[config.mk]
export PLATFORM = sky130hd
export DESIGN_NAME = mbi_core
export DESIGN_NICKNAME = d
export VERILOG_FILES = /design/src/mbi_pkg.sv /design/src/mbi_status.sv /design/src/mbi_core.sv
export SDC_FILE = /design/constraint.sdc
export NUM_CORES = 1
export LEC_CHECK = 0
export ABC_AREA = 1
export BUFFER_PORTS_ARGS = -buffer_cell sky130_fd_sc_hd__buf_2
export CAP_MARGIN = 30
export CORE_MARGIN = 4
export CORE_UTILIZATION = 25
export DETAILED_ROUTE_END_ITERATION = 10
export SETUP_SLACK_MARGIN = 0.5
export SLEW_MARGIN = 20
export SYNTH_ARGS = -nofsm -noshare
export SYNTH_HDL_FRONTEND = slang
export SYNTH_SLANG_ARGS = --single-unit
[constraint.sdc]
create_clock -name clk -period 1.29 [get_ports clk]
set_input_delay 0.258 -clock clk [delete_from_list [all_inputs] [get_ports clk]]
set_output_delay 0.258 -clock clk [all_outputs]
set_load 0.005 [all_outputs]
[src/mbi_pkg.sv]
// package: register map, field positions and carrier types for the mailbox interrupt logic
package mbi_pkg;

	localparam int          MBOX_CNT      = 16;
	localparam int          ADDR_W        = 8;
	localparam int          DATA_W        = 16;
	localparam int          LOCAL_ADDR_W  = 32;

	// internal register space offsets
	localparam logic [7:0]  PCI_WR_EN_OFF = 8'hD0;
	localparam logic [7:0]  PCI_RD_EN_OFF = 8'hD2;
	localparam logic [7:0]  LOC_WR_EN_OFF = 8'hD4;
	localparam logic [7:0]  LOC_RD_EN_OFF = 8'hD6;
	localparam logic [7:0]  WR_STAT_OFF   = 8'hD8;
	localparam logic [7:0]  RD_STAT_OFF   = 8'hDA;
	localparam logic [7:0]  LB_STAT_OFF   = 8'h76;
	// second space offset
	localparam logic [7:0]  HDI_EN_OFF    = 8'h40;

	localparam int          LB_MBOX_BIT   = 7;
	localparam int          HDI_LINES     = 3;
	localparam logic [15:0] HDI_MASK      = 16'h0007;
	localparam logic [15:0] EN_RESET      = 16'h0000;
	localparam logic [15:0] STAT_RESET    = 16'h0000;

	// local-bus word that covers mailboxes 0..3
	localparam logic [31:0] MBOX_LOCAL_ADDR = 32'h1C0000C0;
	localparam logic [15:0] MBOX_GROUP0     = 16'h000F;

	typedef struct packed {
		logic              wr;
		logic              rd;
		logic              space1;
		logic [ADDR_W-1:0] addr;
		logic [DATA_W-1:0] wdata;
	} mbi_req_t;

	typedef struct packed {
		logic              wr;
		logic              rd;
		logic [MBOX_CNT-1:0] mbox;
	} mbi_evt_t;

endpackage

[src/mbi_status.sv]
// module: one bank of write-one-to-clear mailbox status bits
`timescale 1ns/1ps

module mbi_status #(
	parameter int WIDTH = 16
) (
	input  wire logic             clk,
	input  wire logic             rst,
	input  wire logic [WIDTH-1:0] set_bits,
	input  wire logic             clr_wr,
	input  wire logic [WIDTH-1:0] clr_data,
	output logic      [WIDTH-1:0] status
);

	// =========================================
	// sticky bits
	logic [WIDTH-1:0] status_r;
	logic [WIDTH-1:0] status_nxt;
	logic [WIDTH-1:0] clr_bits;

	if (WIDTH < 1)
	begin : g_bad_width
		$error("mbi_status: WIDTH must be positive");
	end

	// zero in a data bit leaves that bit alone
	assign clr_bits   = clr_wr ? clr_data : '0;
	// set wins over clear so a same-cycle event is never lost
	assign status_nxt = (status_r & ~clr_bits) | set_bits;
	assign status     = status_r;

	always_ff @(posedge clk)
	begin
		if (rst)
			status_r <= '0;
		else
			status_r <= status_nxt;
	end

endmodule

[src/mbi_core.sv]
// module: mailbox interrupt enables, status and summary for the bridge
`timescale 1ns/1ps
// =========================================

module mbi_core #(
	parameter int MBOX = mbi_pkg::MBOX_CNT
) (
	input  wire logic                              clk,
	input  wire logic                              rst,
	// register port of the internal and second spaces
	input  wire mbi_pkg::mbi_req_t                 req,
	output logic      [mbi_pkg::DATA_W-1:0]        rdata,
	// host-side mailbox accesses
	input  wire mbi_pkg::mbi_evt_t                 pci_evt,
	// local-bus accesses from the DSP
	input  wire logic                              loc_wr,
	input  wire logic                              loc_rd,
	input  wire logic [mbi_pkg::LOCAL_ADDR_W-1:0]  loc_addr,
	input  wire logic                              host_irq_gate,
	output logic                                   host_irq,
	output logic                                   local_irq,
	output logic                                   dsp_irq_line0_enable,
	output logic                                   dsp_irq_line1_enable,
	output logic                                   dsp_irq_line2_enable
);

	// banks and enables share the one 16-bit register word
	if (MBOX != mbi_pkg::DATA_W)
	begin : g_bad_mbox
		$error("mbi_core: MBOX must equal the register width");
	end

	// =========================================
	// address decode
	logic wr0;
	logic wr1;
	logic hit_pci_wr_en;
	logic hit_pci_rd_en;
	logic hit_loc_wr_en;
	logic hit_loc_rd_en;
	logic hit_wr_stat;
	logic hit_rd_stat;
	logic hit_lb_stat;
	logic hit_hdi;

	function automatic logic hit(input logic [7:0] a, input logic [7:0] off);
		hit = (a == off);
	endfunction

	assign wr0           = req.wr && !req.space1;
	assign wr1           = req.wr && req.space1;
	assign hit_pci_wr_en = hit(req.addr, mbi_pkg::PCI_WR_EN_OFF);
	assign hit_pci_rd_en = hit(req.addr, mbi_pkg::PCI_RD_EN_OFF);
	assign hit_loc_wr_en = hit(req.addr, mbi_pkg::LOC_WR_EN_OFF);
	assign hit_loc_rd_en = hit(req.addr, mbi_pkg::LOC_RD_EN_OFF);
	assign hit_wr_stat   = hit(req.addr, mbi_pkg::WR_STAT_OFF);
	assign hit_rd_stat   = hit(req.addr, mbi_pkg::RD_STAT_OFF);
	assign hit_lb_stat   = hit(req.addr, mbi_pkg::LB_STAT_OFF);
	assign hit_hdi       = hit(req.addr, mbi_pkg::HDI_EN_OFF);

	// =========================================
	// enable registers
	logic [MBOX-1:0] pci_wr_en_r;
	logic [MBOX-1:0] pci_rd_en_r;
	logic [MBOX-1:0] loc_wr_en_r;
	logic [MBOX-1:0] loc_rd_en_r;
	logic [mbi_pkg::HDI_LINES-1:0] hdi_en_r;

	always_ff @(posedge clk)
	begin
		if (rst)
		begin
			pci_wr_en_r <= mbi_pkg::EN_RESET;
			pci_rd_en_r <= mbi_pkg::EN_RESET;
			loc_wr_en_r <= mbi_pkg::EN_RESET;
			loc_rd_en_r <= mbi_pkg::EN_RESET;
			hdi_en_r    <= '0;
		end
		else
		begin
			if (wr0 && hit_pci_wr_en)
				pci_wr_en_r <= req.wdata;
			if (wr0 && hit_pci_rd_en)
				pci_rd_en_r <= req.wdata;
			if (wr0 && hit_loc_wr_en)
				loc_wr_en_r <= req.wdata;
			if (wr0 && hit_loc_rd_en)
				loc_rd_en_r <= req.wdata;
			if (wr1 && hit_hdi)
				hdi_en_r <= req.wdata[mbi_pkg::HDI_LINES-1:0];
		end
	end

	// =========================================
	// mailbox events
	logic            loc_hit;
	logic [MBOX-1:0] loc_wr_set;
	logic [MBOX-1:0] loc_rd_set;
	logic [MBOX-1:0] pci_wr_set;
	logic [MBOX-1:0] pci_rd_set;
	logic [MBOX-1:0] wr_set;
	logic [MBOX-1:0] rd_set;

	// one local word covers four mailboxes, all flagged together
	assign loc_hit    = (loc_addr == mbi_pkg::MBOX_LOCAL_ADDR);
	assign loc_wr_set = (loc_wr && loc_hit) ? mbi_pkg::MBOX_GROUP0 : '0;
	assign loc_rd_set = (loc_rd && loc_hit) ? mbi_pkg::MBOX_GROUP0 : '0;
	assign pci_wr_set = pci_evt.wr ? pci_evt.mbox : '0;
	assign pci_rd_set = pci_evt.rd ? pci_evt.mbox : '0;
	// status records every access; enables act on the interrupt outputs
	assign wr_set     = loc_wr_set | pci_wr_set;
	assign rd_set     = loc_rd_set | pci_rd_set;

	// =========================================
	// status banks
	logic [MBOX-1:0] wr_stat;
	logic [MBOX-1:0] rd_stat;

	mbi_status #(
		.WIDTH    (MBOX)
	) u_wr_stat (
		.clk      (clk),
		.rst      (rst),
		.set_bits (wr_set),
		.clr_wr   (wr0 && hit_wr_stat),
		.clr_data (req.wdata),
		.status   (wr_stat)
	);

	mbi_status #(
		.WIDTH    (MBOX)
	) u_rd_stat (
		.clk      (clk),
		.rst      (rst),
		.set_bits (rd_set),
		.clr_wr   (wr0 && hit_rd_stat),
		.clr_data (req.wdata),
		.status   (rd_stat)
	);

	// =========================================
	// summary and interrupt outputs
	logic [MBOX-1:0] loc_pend;
	logic [MBOX-1:0] pci_pend;
	logic            any_pend;
	logic            host_irq_r;
	logic            local_irq_r;

	// status from local and host accesses alike gated by local enables toward the host
	assign loc_pend = (wr_stat & loc_wr_en_r) | (rd_stat & loc_rd_en_r);
	assign pci_pend = (wr_stat & pci_wr_en_r) | (rd_stat & pci_rd_en_r);
	// summary tracks raw status so clearing the bank clears it too
	assign any_pend = |(wr_stat | rd_stat);

	always_ff @(posedge clk)
	begin
		if (rst)
		begin
			host_irq_r  <= 1'b0;
			local_irq_r <= 1'b0;
		end
		else
		begin
			host_irq_r  <= (|loc_pend) && host_irq_gate;
			local_irq_r <= |pci_pend;
		end
	end

	assign host_irq  = host_irq_r;
	assign local_irq = local_irq_r;

	assign dsp_irq_line0_enable = hdi_en_r[0];
	assign dsp_irq_line1_enable = hdi_en_r[1];
	assign dsp_irq_line2_enable = hdi_en_r[2];

	// =========================================
	// read mux, registered; reserved bits read zero
	logic [mbi_pkg::DATA_W-1:0] rsel;
	logic [mbi_pkg::DATA_W-1:0] rdata_r;
	logic [mbi_pkg::DATA_W-1:0] lb_word;
	logic [mbi_pkg::DATA_W-1:0] hdi_word;

	assign lb_word  = {8'h00, any_pend, 7'h00};
	assign hdi_word = {13'h0000, hdi_en_r};

	assign rsel = req.space1 ? (hit_hdi ? hdi_word : 16'h0000) :
		hit_pci_wr_en ? pci_wr_en_r :
		hit_pci_rd_en ? pci_rd_en_r :
		hit_loc_wr_en ? loc_wr_en_r :
		hit_loc_rd_en ? loc_rd_en_r :
		hit_wr_stat   ? wr_stat :
		hit_rd_stat   ? rd_stat :
		hit_lb_stat   ? lb_word : 16'h0000;

	always_ff @(posedge clk)
	begin
		if (rst)
			rdata_r <= 16'h0000;
		else if (req.rd)
			rdata_r <= rsel;
	end

	assign rdata = rdata_r;

endmodule

---- Yosys cells after proc, flatten, opt, wreduce, memory -nomap -nowiden ----
Index checks and enable logic that the tools add are counted.
operators by class
  add/subtract/negate cells ............... 0
  multipliers ............................. 0
  divide/modulo/power cells ............... 0
  $lt $le $gt $ge ......................... 0
  equality and inequality tests ........... 9
  shifts and indexed selects .............. 0
  multiplexer cells ....................... 15
  bitwise operators ....................... 15
  reductions and logical operators ........ 16
operators with widths
  kind                                                               number
  16-bit two-way mux                                                 11
  16-bit AND                                                         6
  16-bit OR                                                          5
  8-bit == test, second input constant                               6
  16-bit OR reduction                                                3
  32-bit by 29-bit == test with 1-bit output, second input constant  1
  16-bit inverter                                                    2
  4-bit by 16-bit OR with 16-bit output                              2
  8-bit by 7-bit == test with 1-bit output, second input constant    2
  1-bit logical AND                                                  12
  4-bit two-way mux                                                  2
  8-bit two-way mux                                                  1
  3-bit two-way mux                                                  1
  1-bit zero test                                                    1
storage, ports and cells
  flip-flop bits (word level) ............. 117
  latch bits .............................. 0
  bits in writable memories ............... 0
  bits in read-only memories .............. 0
  input bits .............................. 82
  output and inout bits ................... 21
  logic and storage cells ................. 65
  memories ................................ 0

---- Logic depth before layout (Yosys ltp) ----
  depth after elaboration ................. 10
  depth in mapped cells ................... 12
  depth with buffers taken out ............ 12

---- By module ----
From an unflattened synthesis, not the netlist that was laid out.
second synthesis, totals
  cells, all modules ...................... 901
  area, all modules ....................... 6120.9 um^2
by module, submodules not included
  module      instances  cells each  area each (um^2)  sequential area each (um^2)
  mbi_core    1          733         4677.0            1701.6
  mbi_status  2          84          721.9             320.3

---- Worst setup path before layout ----
OpenSTA, ideal clock, no wires.
  path kind ............................... input to register
  start ................................... in req[19] (netlist name)
  end ..................................... reg pci_wr_en_r[13]
  setup time .............................. 0.119 ns
  data arrival time ....................... 1.280 ns
  required time ........................... 1.171 ns
  path slack .............................. -0.109 ns
  stages on the path ...................... 8
  path buffers ............................ 1
  cell sequence ........................... or2_4 > nor2_1 > nand2_1 > nor2_1 > inv_1 > buf_2 > o21ai_0 > a21oi_1
between the ends
  longest elaborated chain between the ends .. 2
RTL lines
  item                    line            RTL
  start: declaration      mbi_core.sv:11  input wire mbi_pkg::mbi_req_t req,
  8-bit == test           mbi_core.sv:47  hit = (a == off);
  1-bit logical AND       mbi_core.sv:81  if (wr0 && hit_pci_wr_en)
  end signal: assignment  mbi_core.sv:73  pci_wr_en_r <= mbi_pkg::EN_RESET;
  end signal: assignment  mbi_core.sv:82  pci_wr_en_r <= req.wdata;
  end: declaration        mbi_core.sv:63  logic [MBOX-1:0] pci_wr_en_r;
Every way passes these cells.
A chain may end at the register's enable or synchronous reset.

---- Worst setup path after layout ----
  start ................................... reg u_rd_stat.status_r[4], in the netlist u_rd_stat.status[4]
  end ..................................... reg rdata_r, in the netlist rdata[7]
between the ends
  longest elaborated chain between the ends .. 10
RTL lines
  item                      line              RTL
  start: declaration        mbi_status.sv:17  logic [WIDTH-1:0] status_r;
  start signal: assignment  mbi_status.sv:37  status_r <= status_nxt;
  16-bit OR                 mbi_core.sv:153   assign any_pend = |(wr_stat | rd_stat);
  16-bit OR reduction       mbi_core.sv:153
  8-bit two-way mux         mbi_core.sv:193   hit_lb_stat ? lb_word : 16'h0000;
  16-bit two-way mux        mbi_core.sv:192   hit_rd_stat ? rd_stat :
  16-bit two-way mux        mbi_core.sv:191   hit_wr_stat ? wr_stat :
  16-bit two-way mux        mbi_core.sv:190   hit_loc_rd_en ? loc_rd_en_r :
  16-bit two-way mux        mbi_core.sv:189   hit_loc_wr_en ? loc_wr_en_r :
  16-bit two-way mux        mbi_core.sv:188   hit_pci_rd_en ? pci_rd_en_r :
  16-bit two-way mux        mbi_core.sv:187   hit_pci_wr_en ? pci_wr_en_r :
  16-bit two-way mux        mbi_core.sv:186   assign rsel = req.space1 ? (hit_hdi ? hdi_word : 16'h0000) :
  end signal: assignment    mbi_core.sv:200   rdata_r <= rsel;
  end: declaration          mbi_core.sv:179   logic [mbi_pkg::DATA_W-1:0] rdata_r;
Every way passes these cells.

==> impl_metrics.tcl <==
set metrics [dict create \
    internal_power_w 0.007607 \
    start_util 0.2553 \
    p_clk_frac 0.511 \
    p_seq_frac 0.374 \
    max_freq_mhz 714.3 \
    numCtsBuffers 17 \
    drt_wl_total_um 25880 \
    max_stage_delay_ps 330 \
    leakagePower_nw 4.532 \
    cts_tree "yes" \
    cap_viol_max_count 0 \
    grt_max_degree 62 \
    r2r_setup_slack_ps -110 \
    swShare 0.2431 \
    violations "negative setup slack" \
    syn_nets 951 \
    dpl.hpwl_um 15780 \
    ys_types 36 \
    drt_iter0_markers 601 \
    finalHoldViolCount 0 \
    clk_pin_slew_ps 50 \
    setup_tns_ps -207.8 \
    drive_gt1_frac 0.5130 \
    design_area_um2 10380 \
    num_vias 7048 \
    path_delay_family "simple AND/OR/NAND/NOR gates" \
    first_global_vias 6824 \
    synthCells 869 \
    finalNonFillerCells 1427 \
    setup_viol 4 \
    p_switching_w 0.002443 \
    hold_path_startpoint "pci_evt[5]" \
    placementRows 55 \
    cts.sinks 117 \
    path_cells "nor2_4 -> nand3_2 -> nor2_2 -> nand2_1 -> o21ai_2 -> nand2_1 -> nand2_1 -> nand3_1 -> nand2_1 -> a21oi_2" \
    final_core_util 0.4556 \
    final_antenna_net_count 0 \
    first_pass_iters 6 \
    max-vdd-ir-drop_v 0.0007367 \
    core_area_um2 22780 \
    tightest_slew_ps 517.4 \
    wire_per_inst_um 18.14 \
    area_delta_synth_final_pct 78.48 \
    syn_avg_cell_area_um2 6.691 \
    die_h_um 160.5 \
    top_level_ports 103 \
    path_buf_inv 0 \
    synth_edf_count 0 \
    path_common_cell "nand2_1" \
    timing.final.crit_period_ps 1400 \
    pwr-share-comb 0.115 \
    grt_usage 0.1867 \
    via_per_inst 4.939 \
    die_x_um 160.5 \
    root_buffer "clkbuf_16" \
    critPathKind "reg -> reg" \
    finalNetCount 1182 \
    power_density_nw_per_um2 968.5 \
    yosysSeqAreaShare 0.4028 \
    hold_buffers 0 \
    maxSlewHeadroom 0.6551 \
    regToRegStartpoint "u_rd_stat.status[4]" \
    yosysWarnings 0 \
    overflow 0 \
    gp_congestion 0.8831 \
    syn-cell-area_um2 5814 \
    setup_ws_ps -110.0 \
    dp.cells 1337 \
    min_period_over_period 1.085 \
    synth_flop_cell "dfxtp_1" \
    finClkSkew_ps 6.122 \
    cp_data_arrival_time_ps 1680 \
    crit_slowest_cell "dfxtp_2" \
    dp_worst_setup_slack_ps -383.6 \
    startpoint_type "flop" \
    antenna_found_initial 1 \
    setup.worst_path.start "u_rd_stat.status[4]" \
    grt_pass1_wl_um 38040 \
    drc 0 \
    die-area_um2 25760 \
    status "finished with violations" \
    crit_path_end_kind "flop" \
    hold_path_class "in -> reg" \
    cp_max_fo 2 \
    rsz0062_at_grt "yes" \
    placed_cell_area_um2 7487 \
    insertion_delay_ps 420 \
    worstPathRequired_ps 1570 \
    htree_levels 4 \
    synth_seq_cells 117 \
    io_buffer_count 102 \
    async_flop_share 0 \
    slew_violations 0 \
    clockBufferDepth 2 \
]
## flip-flops by register name, indices dropped and copies added, names as in the netlist, 3 cells and up
| register | cells |
|---|---|
| pci_rd_en_r | 16 |
| hdi_en_r | 3 |
| loc_rd_en_r | 16 |
| u_wr_stat.status | 16 |
| u_rd_stat.status | 16 |
| rdata | 16 |
| pci_wr_en_r | 16 |
| loc_wr_en_r | 16 |
## worst paths after layout
path	cells past startpoint	end
setup / recovery	10	rdata[7]
hold / removal	3	u_rd_stat.status[5]
setup reg to reg	10	rdata[7]
hold reg to reg	2	rdata[13]
## layout make-up
cell class                 instances  area (um^2)
multi-input combinational        579         3986
tap                              313        391.6
antenna                            1        2.502
clock buffer                      24        491.7
timing repair buffer             251         2420
clock inverter                     8        145.1
sequential                       117         2384
fill                            2048        12400
inverter                         133        549.3
timing repair inverter             1        7.507
## per-stage QoR
stage / hold slack [ps] / power (W)
finish: 89.29 / 0.01005
global route: 102.9 / 0.01035
CTS: 79.46 / 0.009957
detailed placement: 452.4 / 0.004674
global placement: 450.2 / 0.004665
floorplan: 383.1 / 0.004184
## synthesized netlist by cell type (4+ instances only)
master / count / share of area
clkbuf_1: 23 / 0.015
a21oi_1: 103 / 0.089
dfxtp_1: 117 / 0.40
a211oi_1: 16 / 0.021
nand2_1: 189 / 0.12
nand3_1: 40 / 0.034
inv_1: 131 / 0.085
a221oi_1: 6 / 0.0090
nand4_1: 6 / 0.0065
nor3_1: 5 / 0.0043
a31oi_1: 11 / 0.012
o21ai_0: 105 / 0.090
buf_2: 13 / 0.011
o22ai_1: 8 / 0.0086
o21ai_1: 5 / 0.0043
nor2_1: 57 / 0.037
nand2_2: 4 / 0.0043
a22o_1: 4 / 0.0060
nor4_1: 6 / 0.0065
## metal layers
| layer | GRT usage | routed length [um] | part of all wire | vias up |
|---|---|---|---|---|
| met5 | 0 | 0 | 0 | - |
| met3 | 0.03772 | 1794 | 0.069 | 83 |
| li1 | - | - | - | 3350 |
| met4 | 0.08799 | 1260 | 0.049 | 0 |
| met2 | 0.3051 | 12340 | 0.48 | 342 |
| met1 | 0.2362 | 10490 | 0.41 | 3273 |
## worst register-to-register path: cells and delay by family (launching register included)
| family | cells | cell delay (ps) |
|---|---|---|
| AO/OA/AOI/OAI | 2 | 200 |
| flip-flops | 1 | 330 |
| AND/OR/NAND/NOR | 8 | 740 |
## layout by cell type (no fill, tap or decap), drive strengths merged
master      n
o22ai       8
diode       1
nand3      40
clkinvlp    3
nor2       61
a31oi      11
and3        1
o21ai     110
a211oi     16
nand2     195
dfxtp     117
inv       131
nor4        6
nand4       7
o211ai      1
a21oi     103
buf       248
clkinv      4
clkbuf     27
a22o        4
nor3        6
or2         1
bufinv      4
nor3b       1
a221oi      6
o31ai       1
o2111ai     1
## what timing repair did
item                       4_1_cts  5_1_grt
cloned                          13        3
gates resized for setup        340      124
setup buffers                   29       12
setup endpoints to repair      138      138
pin swaps                       70       69
## kinds of logic after synthesis
| family | after synthesis | share of synthesized area |
|---|---|---|
| AO/OA/AOI/OAI | 261 | 0.2436 |
| buffers and inverters | 174 | 0.1181 |
| flip-flops | 117 | 0.4028 |
| AND/OR/NAND/NOR | 317 | 0.2354 |
## power groups by stage
stage                     Sequential, W  Combinational [W]  Clock (W)
final                           0.00375            0.00116    0.00514
after global routing            0.00376            0.00125    0.00534
after CTS                       0.00375            0.00105    0.00515
after detailed placement        0.00382           0.000857          0
after global placement          0.00381           0.000850          0
after floorplan                 0.00383           0.000355          0
(Power assumes the default switching activity.)
